$ cat src/dpm_pkg.sv
// What the dual-port memory and its host must do
// Memory holds 64K or 128K words of 8 or 9 bits, all reachable.
// Each port reads or writes independently with own select, strobe, enable.
// Write happens while select and write strobe are both low.
// Cross-port read of freshly written word valid only after flow delay.
// Host asserts select and output enable together to read memory.
// Token latch read uses token latch select plus output enable.
// Highest address is the right port's mailbox.
// Second-highest address is the left port's mailbox.
// Writing the opposite mailbox raises the opposite port's interrupt.
// Reading own mailbox clears own interrupt.
// Reading the opposite mailbox leaves its interrupt unchanged.
// Contention flag active blocks setting the other port's interrupt.
// Contention flag active blocks clearing own interrupt.
// Simultaneous matching requests: exactly one port granted.
// Requests within priority window still grant one, winner unspecified.
// Loser's contention flag falls after address match or select low.
// Role pin high makes master outputs; low makes slave inputs.
// Master flags feed slave flag inputs directly.
// Host delays slave writes until contention flag input has settled.
// Port powers down, data lines released, while select is high.
// Host never asserts port select and token latch select together.
// Slave write inhibited while its contention flag input is low.
package dpm_pkg;
   localparam int ADDR_W = 17;
   localparam int DATA_W = 9;
   localparam logic [ADDR_W-1:0] MBOX_RIGHT = 17'h1ffff;
   localparam logic [ADDR_W-1:0] MBOX_LEFT = 17'h1fffe;
   localparam int CLK_NS = 10;
   // Timing figures in ns
   localparam int T_WRITE_NS = 22;
   localparam int T_SETUP_NS = 5;
   localparam int T_ACCESS_NS = 25;
   localparam int T_FLOW_NS = 35;
   localparam int T_FLAG_NS = 20;
   localparam int T_RECOVER_NS = 10;
   // Least times rounded up
   localparam int WRITE_CYC = (T_WRITE_NS + CLK_NS - 1) / CLK_NS;
   localparam int SETUP_CYC = (T_SETUP_NS + CLK_NS - 1) / CLK_NS;
   localparam int ACCESS_CYC = (T_ACCESS_NS + CLK_NS - 1) / CLK_NS;
   localparam int FLOW_CYC = (T_FLOW_NS + CLK_NS - 1) / CLK_NS;
   localparam int FLAG_CYC = (T_FLAG_NS + CLK_NS - 1) / CLK_NS;
   localparam int RECOVER_CYC = (T_RECOVER_NS + CLK_NS - 1) / CLK_NS;
   localparam int CNT_W = 4;
   typedef enum logic [1:0] {DPM_OP_READ, DPM_OP_WRITE, DPM_OP_TOKEN_RD, DPM_OP_TOKEN_WR}
      dpm_op_t;
endpackage

$ cat src/dpm_timer.sv
`timescale 1ns/100ps
`default_nettype none
// Down counter that times each phase of a pin cycle
module dpm_timer (
   input wire logic clk_sys,
   input wire logic reset_n,
   input wire logic load,
   input wire logic [dpm_pkg::CNT_W-1:0] load_val,
   output logic done
);
   import dpm_pkg::*;
   logic [CNT_W-1:0] cnt_r;

   // Load wins over counting
   always_ff @(posedge clk_sys or negedge reset_n) begin
      if (!reset_n) begin
         cnt_r <= '0;
      end else if (load) begin
         cnt_r <= load_val;
      end else if (cnt_r != '0) begin
         cnt_r <= cnt_r - 4'h1;
      end
   end

   // Done looks at the count only; gating it with load would loop back through the sequencer
   assign done = (cnt_r == '0);
endmodule
`default_nettype wire

$ cat src/dpm_host.sv
`timescale 1ns/100ps
`default_nettype none
// Host controller for one port of the dual-port memory
module dpm_host (
   input wire logic clk_sys,
   input wire logic reset_n,
   // User request side
   input wire logic req_valid,
   output logic req_ready,
   input wire dpm_pkg::dpm_op_t req_op,
   input wire logic [dpm_pkg::ADDR_W-1:0] req_addr,
   input wire logic [dpm_pkg::DATA_W-1:0] req_wdata,
   input wire logic slave_mode,
   output logic rsp_valid,
   output logic [dpm_pkg::DATA_W-1:0] rsp_rdata,
   output logic irq_pending,
   // Device pins of this port
   output logic port_sel_n,
   output logic token_latch_select_n,
   output logic write_n,
   output logic out_en_n,
   output logic [dpm_pkg::ADDR_W-1:0] addr,
   input wire logic [dpm_pkg::DATA_W-1:0] data_in,
   output logic [dpm_pkg::DATA_W-1:0] data_out,
   output logic data_oe,
   input wire logic contention_n,
   input wire logic mailbox_irq_n
);
   import dpm_pkg::*;

   typedef enum {ST_IDLE, ST_SETUP, ST_SETTLE, ST_STROBE, ST_RECOVER} dpm_state_t;
   dpm_state_t state_r;
   dpm_op_t op_r;
   logic [1:0] busy_sync_r;
   logic [1:0] irq_sync_r;
   logic [DATA_W-1:0] rd_data_r;
   logic rsp_valid_r;
   logic tmr_load;
   logic [CNT_W-1:0] tmr_val;
   logic tmr_done;
   logic is_write;
   logic busy_now;

   function automatic logic [CNT_W-1:0] cyc(input int n);
      cyc = CNT_W'(n);
   endfunction

   // Pin levels pass two flops before use
   always_ff @(posedge clk_sys or negedge reset_n) begin
      if (!reset_n) begin
         busy_sync_r <= 2'h3;
         irq_sync_r <= 2'h3;
      end else begin
         busy_sync_r <= {busy_sync_r[0], contention_n};
         irq_sync_r <= {irq_sync_r[0], mailbox_irq_n};
      end
   end
   assign busy_now = !busy_sync_r[1];
   assign irq_pending = !irq_sync_r[1];

   assign is_write = (op_r == DPM_OP_WRITE) || (op_r == DPM_OP_TOKEN_WR);
   assign req_ready = (state_r == ST_IDLE);

   // Phase sequencing; timer restarts on entry to setup, settle, strobe and recover
   always_comb begin
      tmr_load = 1'b0;
      tmr_val = '0;
      case (state_r)
         ST_IDLE: begin
            if (req_valid) begin
               tmr_load = 1'b1;
               tmr_val = cyc(SETUP_CYC);
            end
         end
         ST_SETUP: begin
            if (tmr_done) begin
               tmr_load = 1'b1;
               tmr_val = cyc(FLAG_CYC); // Let a slave flag input settle
            end
         end
         ST_SETTLE: begin
            if (tmr_done && !(slave_mode && busy_now && is_write)) begin
               tmr_load = 1'b1;
               tmr_val = is_write ? cyc(WRITE_CYC) : cyc(ACCESS_CYC + FLOW_CYC);
            end
         end
         ST_STROBE: begin
            if (tmr_done) begin
               tmr_load = 1'b1;
               tmr_val = cyc(RECOVER_CYC);
            end
         end
         default: begin
            tmr_load = 1'b0;
         end
      endcase
   end

   dpm_timer u_timer (
      .clk_sys(clk_sys),
      .reset_n(reset_n),
      .load(tmr_load),
      .load_val(tmr_val),
      .done(tmr_done)
   );

   // State walks setup, settle, strobe, recover
   always_ff @(posedge clk_sys or negedge reset_n) begin
      if (!reset_n) begin
         state_r <= ST_IDLE;
         op_r <= DPM_OP_READ;
      end else begin
         case (state_r)
            ST_IDLE: if (req_valid) begin
               state_r <= ST_SETUP;
               op_r <= req_op;
            end
            ST_SETUP: if (tmr_done) state_r <= ST_SETTLE;
            ST_SETTLE: if (tmr_load) state_r <= ST_STROBE; // Slave write waits
            ST_STROBE: if (tmr_done) state_r <= ST_RECOVER;
            ST_RECOVER: if (tmr_done) state_r <= ST_IDLE;
            default: state_r <= ST_IDLE;
         endcase
      end
   end

   // Address and write data held for the whole cycle
   always_ff @(posedge clk_sys or negedge reset_n) begin
      if (!reset_n) begin
         addr <= '0;
         data_out <= '0;
      end else if (state_r == ST_IDLE && req_valid) begin
         addr <= req_addr; // Mailbox words at the top two addresses
         data_out <= req_wdata;
      end
   end

   // Control pins; only one select ever low
   always_ff @(posedge clk_sys or negedge reset_n) begin
      if (!reset_n) begin
         port_sel_n <= 1'b1;
         token_latch_select_n <= 1'b1;
         write_n <= 1'b1;
         out_en_n <= 1'b1;
         data_oe <= 1'b0;
      end else begin
         port_sel_n <= !(tmr_load && state_r == ST_SETTLE && !op_r[1]);
         token_latch_select_n <= !(tmr_load && state_r == ST_SETTLE && op_r[1]);
         write_n <= !(tmr_load && state_r == ST_SETTLE && is_write);
         out_en_n <= !(tmr_load && state_r == ST_SETTLE && !is_write);
         data_oe <= (state_r == ST_SETTLE && is_write) ||
                    (state_r == ST_STROBE && is_write && !tmr_done);
         if (state_r == ST_STROBE && !tmr_done) begin
            port_sel_n <= port_sel_n;
            token_latch_select_n <= token_latch_select_n;
            write_n <= write_n;
            out_en_n <= out_en_n;
         end
      end
   end

   // Read data captured at end of access, before strobes rise
   always_ff @(posedge clk_sys or negedge reset_n) begin
      if (!reset_n) begin
         rd_data_r <= '0;
         rsp_valid_r <= 1'b0;
      end else begin
         rsp_valid_r <= (state_r == ST_STROBE) && tmr_done;
         if (state_r == ST_STROBE && tmr_done && !is_write) begin
            rd_data_r <= data_in; // Sampled after flow delay
         end
      end
   end
   assign rsp_valid = rsp_valid_r;
   assign rsp_rdata = rd_data_r;

   // Both selects low together must never occur
   a_select_excl: assert property (@(posedge clk_sys) disable iff (!reset_n)
      !(!port_sel_n && !token_latch_select_n)) else $error("both selects low");

   // Write strobe only inside a selected cycle
   a_write_window: assert property (@(posedge clk_sys) disable iff (!reset_n)
      !write_n |-> (!port_sel_n || !token_latch_select_n)) else $error("stray write");

   // Read enable only with a select
   a_read_enable: assert property (@(posedge clk_sys) disable iff (!reset_n)
      !out_en_n |-> write_n && (!port_sel_n || !token_latch_select_n))
      else $error("read enable without select");

   // Write strobe lasts at least the minimum pulse
   a_write_width: assert property (@(posedge clk_sys) disable iff (!reset_n)
      $fell(write_n) |-> !write_n [*3]) else $error("write pulse too short");

   // Read held long enough for cross-port data
   a_read_hold: assert property (@(posedge clk_sys) disable iff (!reset_n)
      $fell(out_en_n) |-> !out_en_n [*7]) else $error("read too short");

   // Slave never starts a write while contention is seen
   a_slave_hold: assert property (@(posedge clk_sys) disable iff (!reset_n)
      ($fell(write_n) && slave_mode) |-> !$past(busy_now)) else $error("slave write in contention");

   // Write starts only after settle phase
   a_settle_wait: assert property (@(posedge clk_sys) disable iff (!reset_n)
      $fell(write_n) |-> $past(state_r) == ST_SETTLE) else $error("write before settle");

   // Released data lines when deselected in idle
   a_power_down: assert property (@(posedge clk_sys) disable iff (!reset_n)
      (port_sel_n && token_latch_select_n && state_r == ST_IDLE) |-> !data_oe)
      else $error("driving while idle");
endmodule
`default_nettype wire

$ cat config.mk
export PLATFORM = sky130hd
export DESIGN_NAME = dpm_host
export DESIGN_NICKNAME = d
export VERILOG_FILES = /design/src/dpm_pkg.sv /design/src/dpm_timer.sv /design/src/dpm_host.sv
export SDC_FILE = /design/constraint.sdc
export NUM_CORES = 1
export LEC_CHECK = 0
export BUFFER_PORTS_ARGS = -buffer_cell sky130_fd_sc_hd__buf_2
export CAP_MARGIN = 20
export CORE_MARGIN = 10
export CORE_UTILIZATION = 45
export CTS_BUF_LIST = sky130_fd_sc_hd__clkbuf_8
export DETAILED_ROUTE_END_ITERATION = 7
export PLACE_DENSITY_LB_ADDON = 0.05
export SYNTH_ARGS = -nofsm -noshare
export SYNTH_HDL_FRONTEND = slang
export SYNTH_SLANG_ARGS = --single-unit
$ cat constraint.sdc
create_clock -name clk_sys -period 2.55 [get_ports clk_sys]
set_clock_uncertainty 0.05 [all_clocks]
set_input_delay 0.255 -clock clk_sys [delete_from_list [all_inputs] [get_ports clk_sys]]
set_output_delay 0.255 -clock clk_sys [all_outputs]
set_load 0.05 [all_outputs]
**Word-level counts from Yosys, hierarchy flattened**

Index checks and enable logic that the tools add are counted.
Widths: inputs -> output; s select.

- Bits in registers: 83
- Logic and storage cells: 81
- Input port bits: 43

- Muxes and demuxes: 18
- Reductions and logical operators: 35
- Equal/unequal tests: 13
- $add $sub $neg: 1

Operators by type and width:

| operator | number |
|---|---|
| $mux 32 | 5 |
| $pmux 32 s5 | 1 |
| $eq 32x3->1 const B | 3 |
| $eq 32x2->1 const B | 2 |
| $logic_not 32->1 | 2 |
| $eq 32x1->1 const B | 1 |
| $pmux 4 s4 | 1 |
| $logic_and 1x1->1 | 15 |
| $logic_not 1->1 | 10 |
| $ne 2x2->1 const B | 5 |
| $mux 4 | 2 |
| $mux 3 | 2 |
| $mux 1 | 5 |
| $reduce_and 5->1 | 1 |
| $logic_not 4->1 | 1 |
| $reduce_bool 4->1 | 1 |
| $sub 4x1->4 const B | 1 |
| $pmux 1 s3 | 1 |
| $eq 2x1->1 const B | 1 |
| $eq 2x2->1 const B | 1 |
| $logic_or 1x1->1 | 2 |
| $mux 2 | 1 |
| $reduce_and 2->1 | 1 |
| $reduce_bool 2->1 | 1 |
| $reduce_or 2->1 | 1 |

**Depth between registers and ports, before layout**

- Depth in word-level cells: 10
- Mapped depth: 7
- Mapped depth without buffers: 6

**Modules after synthesis**

Synthesis repeated with hierarchy kept, for this count alone.

- Cells, all modules: 157
- Area total of the unflattened synthesis: 2275.9 sq um

By module, submodules not included:

| module | cells each | area an instance (sq um) | times used |
|---|---|---|---|
| dpm_host | 135 | 2042.0 | 1 |
| dpm_timer | 22 | 234.0 | 1 |

**Least setup slack after synthesis**

Ideal clock, no wire load.

- Path kind: flip-flop to flip-flop
- Start point: reg u_timer.cnt_r[0]
- End point: reg rd_data_r[0], in the netlist rsp_rdata[0]
- Cell stages (with the launch flop): 8
- Library setup time: 0.125 ns
- Data required time: 2.375 ns
- Path slack: 0.482 ns
- Buffers on the path: 2
- Data arrival time: 1.893 ns
- Clock period less this slack: 2.068 ns
- Cells stage by stage: dfrtp_1 -> inv_1 -> ha_1 -> or3b_1 -> buf_6 -> or3_1 -> buf_6 -> mux2_4

- Cells in the longest elaborated chain, start to end: 3

Ends and longest elaborated chain:

| element | RTL line | text |
|---|---|---|
| start: declaration | dpm_timer.sv:12 | `logic [CNT_W-1:0] cnt_r;` |
| start signal: assignment | dpm_timer.sv:19 | `cnt_r <= load_val;` |
| start signal: assignment | dpm_timer.sv:21 | `cnt_r <= cnt_r - 4'h1;` |
| $logic_not 4->1 | dpm_timer.sv:26 | `assign done = (cnt_r == '0);` |
| $logic_and 1x1->1 (2 in series) | dpm_host.sv:169 | `if (state_r == ST_STROBE && tmr_done && !is_write) begin` |
| end signal: assignment | dpm_host.sv:170 | `rd_data_r <= data_in;` |
| end: declaration | dpm_host.sv:36 | `logic [DATA_W-1:0] rd_data_r;` |

Every way passes these cells.
A chain may end at the register's enable or synchronous reset.

**Worst setup path in the final report**

- Start point: reg u_timer.cnt_r[0]
- End point: reg rd_data_r[2], in the netlist rsp_rdata[2]

The elaborated chain is that of the path after synthesis.

==> impl_metrics.py <==
metrics = {
    "sta": {
        "timing_max_transition_violations_final": 0,
        "period_share_pct": 86.7,
        "rsz_0062_raised_after_global_routing": "false",
        "setup-tns-final_ns": 0,
        "max_freq_mhz": 452,
        "final_period_minus_worst_setup_slack_ns": 2.21,
        "setup_violations": 0,
        "max_slew.worst_pin.slew_ns": 0.896,
        "timing.max_slew.rel_slack_pct": 40.3,
        "timing_hold_violations_final": 0,
    },
    "clock_tree": {
        "cts_tree": "built",
        "clkTransAtPathRegs_ns": 0.09,
        "total_number_of_h_tree_levels": 2,
        "max-clock-path-buffers": 2,
        "tritoncts.num_buffers": 5,
        "clk-insertion-delay-late_ns": 0.30,
        "clock-sinks": 54,
        "clockRootBuffer": "clkbuf_8",
    },
    "setup_path": {
        "worst-path-max-fanout": 9,
        "reg_to_reg_end": "rsp_rdata[2]$_DFFE_PN0P_",
        "cp_data_arrival_time_ns": 2.34,
        "cpMaxStageDelayCell": "or3_1",
        "rrSetupSlack_ns": 0.34,
        "ff2ff_path_depth": 5,
        "critical_path.reg2reg.startpoint": "u_timer.cnt_r[0]$_DFFE_PN0P_",
        "timing.critical_path.slowest_cell_delay_ns": 0.60,
        "worstPathCellList": "inv_1 -> ha_1 -> or3b_1 -> or3_1 -> mux2_4",
        "worst-setup-path-type": "flip-flop to flip-flop",
        "worst_ep_required_time_ns": 2.68,
        "timing.critical_path.from_type": "flip-flop",
        "setup.worst_path.end_class": "flip-flop",
    },
    "yosys": {
        "dominant_combinational_cell_family_by_area_after_synthesis": "multiplexers",
        "yosys.cell_count.top_type": "dfrtp_1",
        "synth_sequential_area_ratio_pct": 62.9,
        "synth_xor_xnor_area_share_pct": 0.405,
        "number_of_flops_mapped_to_enable_cells_by_yosys": 0,
        "ys_ff_latch": 54,
        "postSynthAreaPerCell_um2": 14.2,
        "synth_top_area_share_pct": 53.2,
        "netlist_area_mm2": 0.00216,
        "yosys_most_used_dff": "dfrtp_1",
        "synth_simple_gate_area_share_pct": 7.34,
        "top_cells_by_instance_count_after_synthesis": "46 x dfrtp_1, 28 x mux2_2, 9 x mux2_4, 8 x dfstp_2",
        "synth.mux.area_fraction_pct": 20.8,
        "syn_inst_count": 152,
        "yosys_warning_total": 0,
        "post_synth_fa_ha_maj_area_fraction_pct": 0.578,
        "netlist.top_cell.by_area": "dfrtp_1",
        "ys_types": 31,
        "ys_top_cells_by_area": "dfrtp_1 53%, mux2_2 15%, dfstp_2 9.7%, mux2_4 6.2%, a21oi_1 1.4%",
        "async_reset_ff_share_pct": 100,
        "syn_nets": 196,
        "share_of_the_synthesized_area_in_compound_gates_ao_oa_aoi_oai_pct": 4.86,
    },
    "power_and_ir_drop": {
        "peakVddDrop_mv": 0.842,
        "power.static_leakage_nw": 1.35,
        "post-layout-total-power_w": 0.00421,
        "power_density_mw_per_mm2": 1530,
    },
    "routing": {
        "dr_pass1_iterations": 4,
        "drtAntennaViolNets": 0,
        "detail_route.vias_per_cell": 5.08,
        "drt_iter0_drc": 96,
        "route.detailed.wl_per_inst_um": 16.8,
        "drt_wl_total_um": 4990,
        "total_number_of_vias": 1510,
        "drc": 0,
    },
    "grt": {
        "gr-total-overflow": 0,
        "grt_start_max_net_pins": 43,
        "antenna_violations_before_repair": 0,
        "wire_length_of_the_first_global_routing_pass_um": 7800,
        "grt_overall_usage_pct": 12.6,
        "grt_pass1_vias": 1631,
    },
    "floorplan": {
        "fp-row-count": 25,
        "die_area_mm2": 0.00798,
        "fp.dieW_um": 89.4,
        "die_h_um": 89.4,
        "fp.coreArea_mm2": 0.00469,
        "initial_core_utilization_pct": 46.1,
        "ioPinCount": 86,
    },
    "layout": {
        "antenna_cells_inserted": 0,
        "syn2layout_area_growth_pct": 26.9,
        "num-nets-final": 286,
        "layout-drive-gt1-share_pct": 58.4,
    },
    "place": {
        "dp.final_hpwl_um": 3860,
        "gpl.final_weighted_congestion": 0.860,
        "port_buffers": 85,
    },
    "run_status": {
        "status": "complete, no violations",
    },
    "job": {
        "cap_viol_max_count": 0,
    },
    "worst_hold_path": {
        "holdCritPathClass": "input pin to async pin",
    },
}
-- layout make-up --
cell class,instances,area (um2)
inverters,6,22.5
multi-input cells,85,741
clock inverters,3,17.5
clock buffers,5,68.8
well taps,54,67.6
fillers,399,1950
flip-flops and latches,54,1360
repair buffers,90,468
-- per-layer routing --
layer,vias up,part of all wire (%),GRT usage [%]
li1,710,-,-
met1,729,39,14.1
met2,62,51,20.7
met3,9,9.1,5.56
met4,0,1.4,4.48
met5,-,0,0
-- cells by family (layout without fill, tap and decap cells) --
kind of cell    Yosys count  count (layout)
fa+ha+maj                 1               1
xor+xnor                  1               1
flops                    54              54
buf+inv                  13             104
simple gates             29              29
mux                      37              37
compound gates           17              17
-- cells in the final DEF (no fill, tap or decap), types with 2 or more instances in the layout --
cell type,n
nor2_1,6
nor2b_1,2
mux2_2,28
buf_2,85
o21ai_0,5
clkbuf_8,5
dlygate4sd3_1,2
nand2b_1,2
nand3_1,2
inv_1,7
nand2_1,2
dfstp_2,8
nand4_1,2
nand3b_1,2
buf_4,3
a21oi_1,6
mux2_4,9
or3_1,2
dfrtp_1,46
nor3_1,4
-- power breakdown --
part	internal [W]	leakage [nW]	total [W]	switching, W
Clock	0.000190	0.0493	0.000448	0.000258
Sequential	0.00123	0.634	0.00147	0.000238
Combinational	0.000711	0.667	0.00230	0.00159
Total	0.00213	1.35	0.00421	0.00208
-- timing repair --
item | 4_1_cts | 5_1_grt
buffers inserted | 0 | 0
resized for setup | 0 | 0
hold buffers | 2 | 0
setup endpoints to repair | 0 | 0
hold endpoints to repair | 2 | 0
-- how the worst max path moves through the flow --
stage / from / end / cells after the start
global placement: u_timer.cnt_r[0]$_DFFE_PN0P_ / rsp_rdata[8]$_DFFE_PN0P_ / 5
CTS: u_timer.cnt_r[0]$_DFFE_PN0P_ / rsp_rdata[0]$_DFFE_PN0P_ / 5
finish: u_timer.cnt_r[0]$_DFFE_PN0P_ / rsp_rdata[2]$_DFFE_PN0P_ / 5
global route: u_timer.cnt_r[0]$_DFFE_PN0P_ / rsp_rdata[2]$_DFFE_PN0P_ / 5
detailed placement: u_timer.cnt_r[0]$_DFFE_PN0P_ / rsp_rdata[6]$_DFFE_PN0P_ / 5
floorplan: u_timer.cnt_r[0]$_DFFE_PN0P_ / rsp_rdata[0]$_DFFE_PN0P_ / 7
-- registers in the layout (all words and copies together), names as in the netlist --
signal,flops
addr,17
busy_sync_r,2
data_oe,1
data_out,9
irq_sync_r,2
op_r,2
out_en_n,1
port_sel_n,1
rsp_rdata,9
rsp_valid,1
state_r,3
token_latch_select_n,1
u_timer.cnt_r,4
write_n,1
-- through the flow --
step	hold slack [ns]	util [%]	setup WS (ns)	cells	cell area (um2)
2_1_floorplan	-0.0906	-	0.482	152	2160
3_3_place_gp	0.297	56.3	0.437	287	2640
3_5_place_dp	0.299	56.3	0.351	287	2640
4_1_cts	0.0586	58.5	0.333	297	2750
5_1_grt	0.0968	58.5	0.247	297	2750
6_report	0.0334	58.5	0.338	297	2750
-- critical path, delay by kind of cell (launching register included) --
kind	cells	cell delay, ns
adder cells (fa/ha/maj)	1	0.20
buffers and inverters	1	0.07
flip-flops	1	0.41
multiplexers	1	0.39
AND/OR/NAND/NOR	2	0.97
Power figures use the tool's default switching activity.
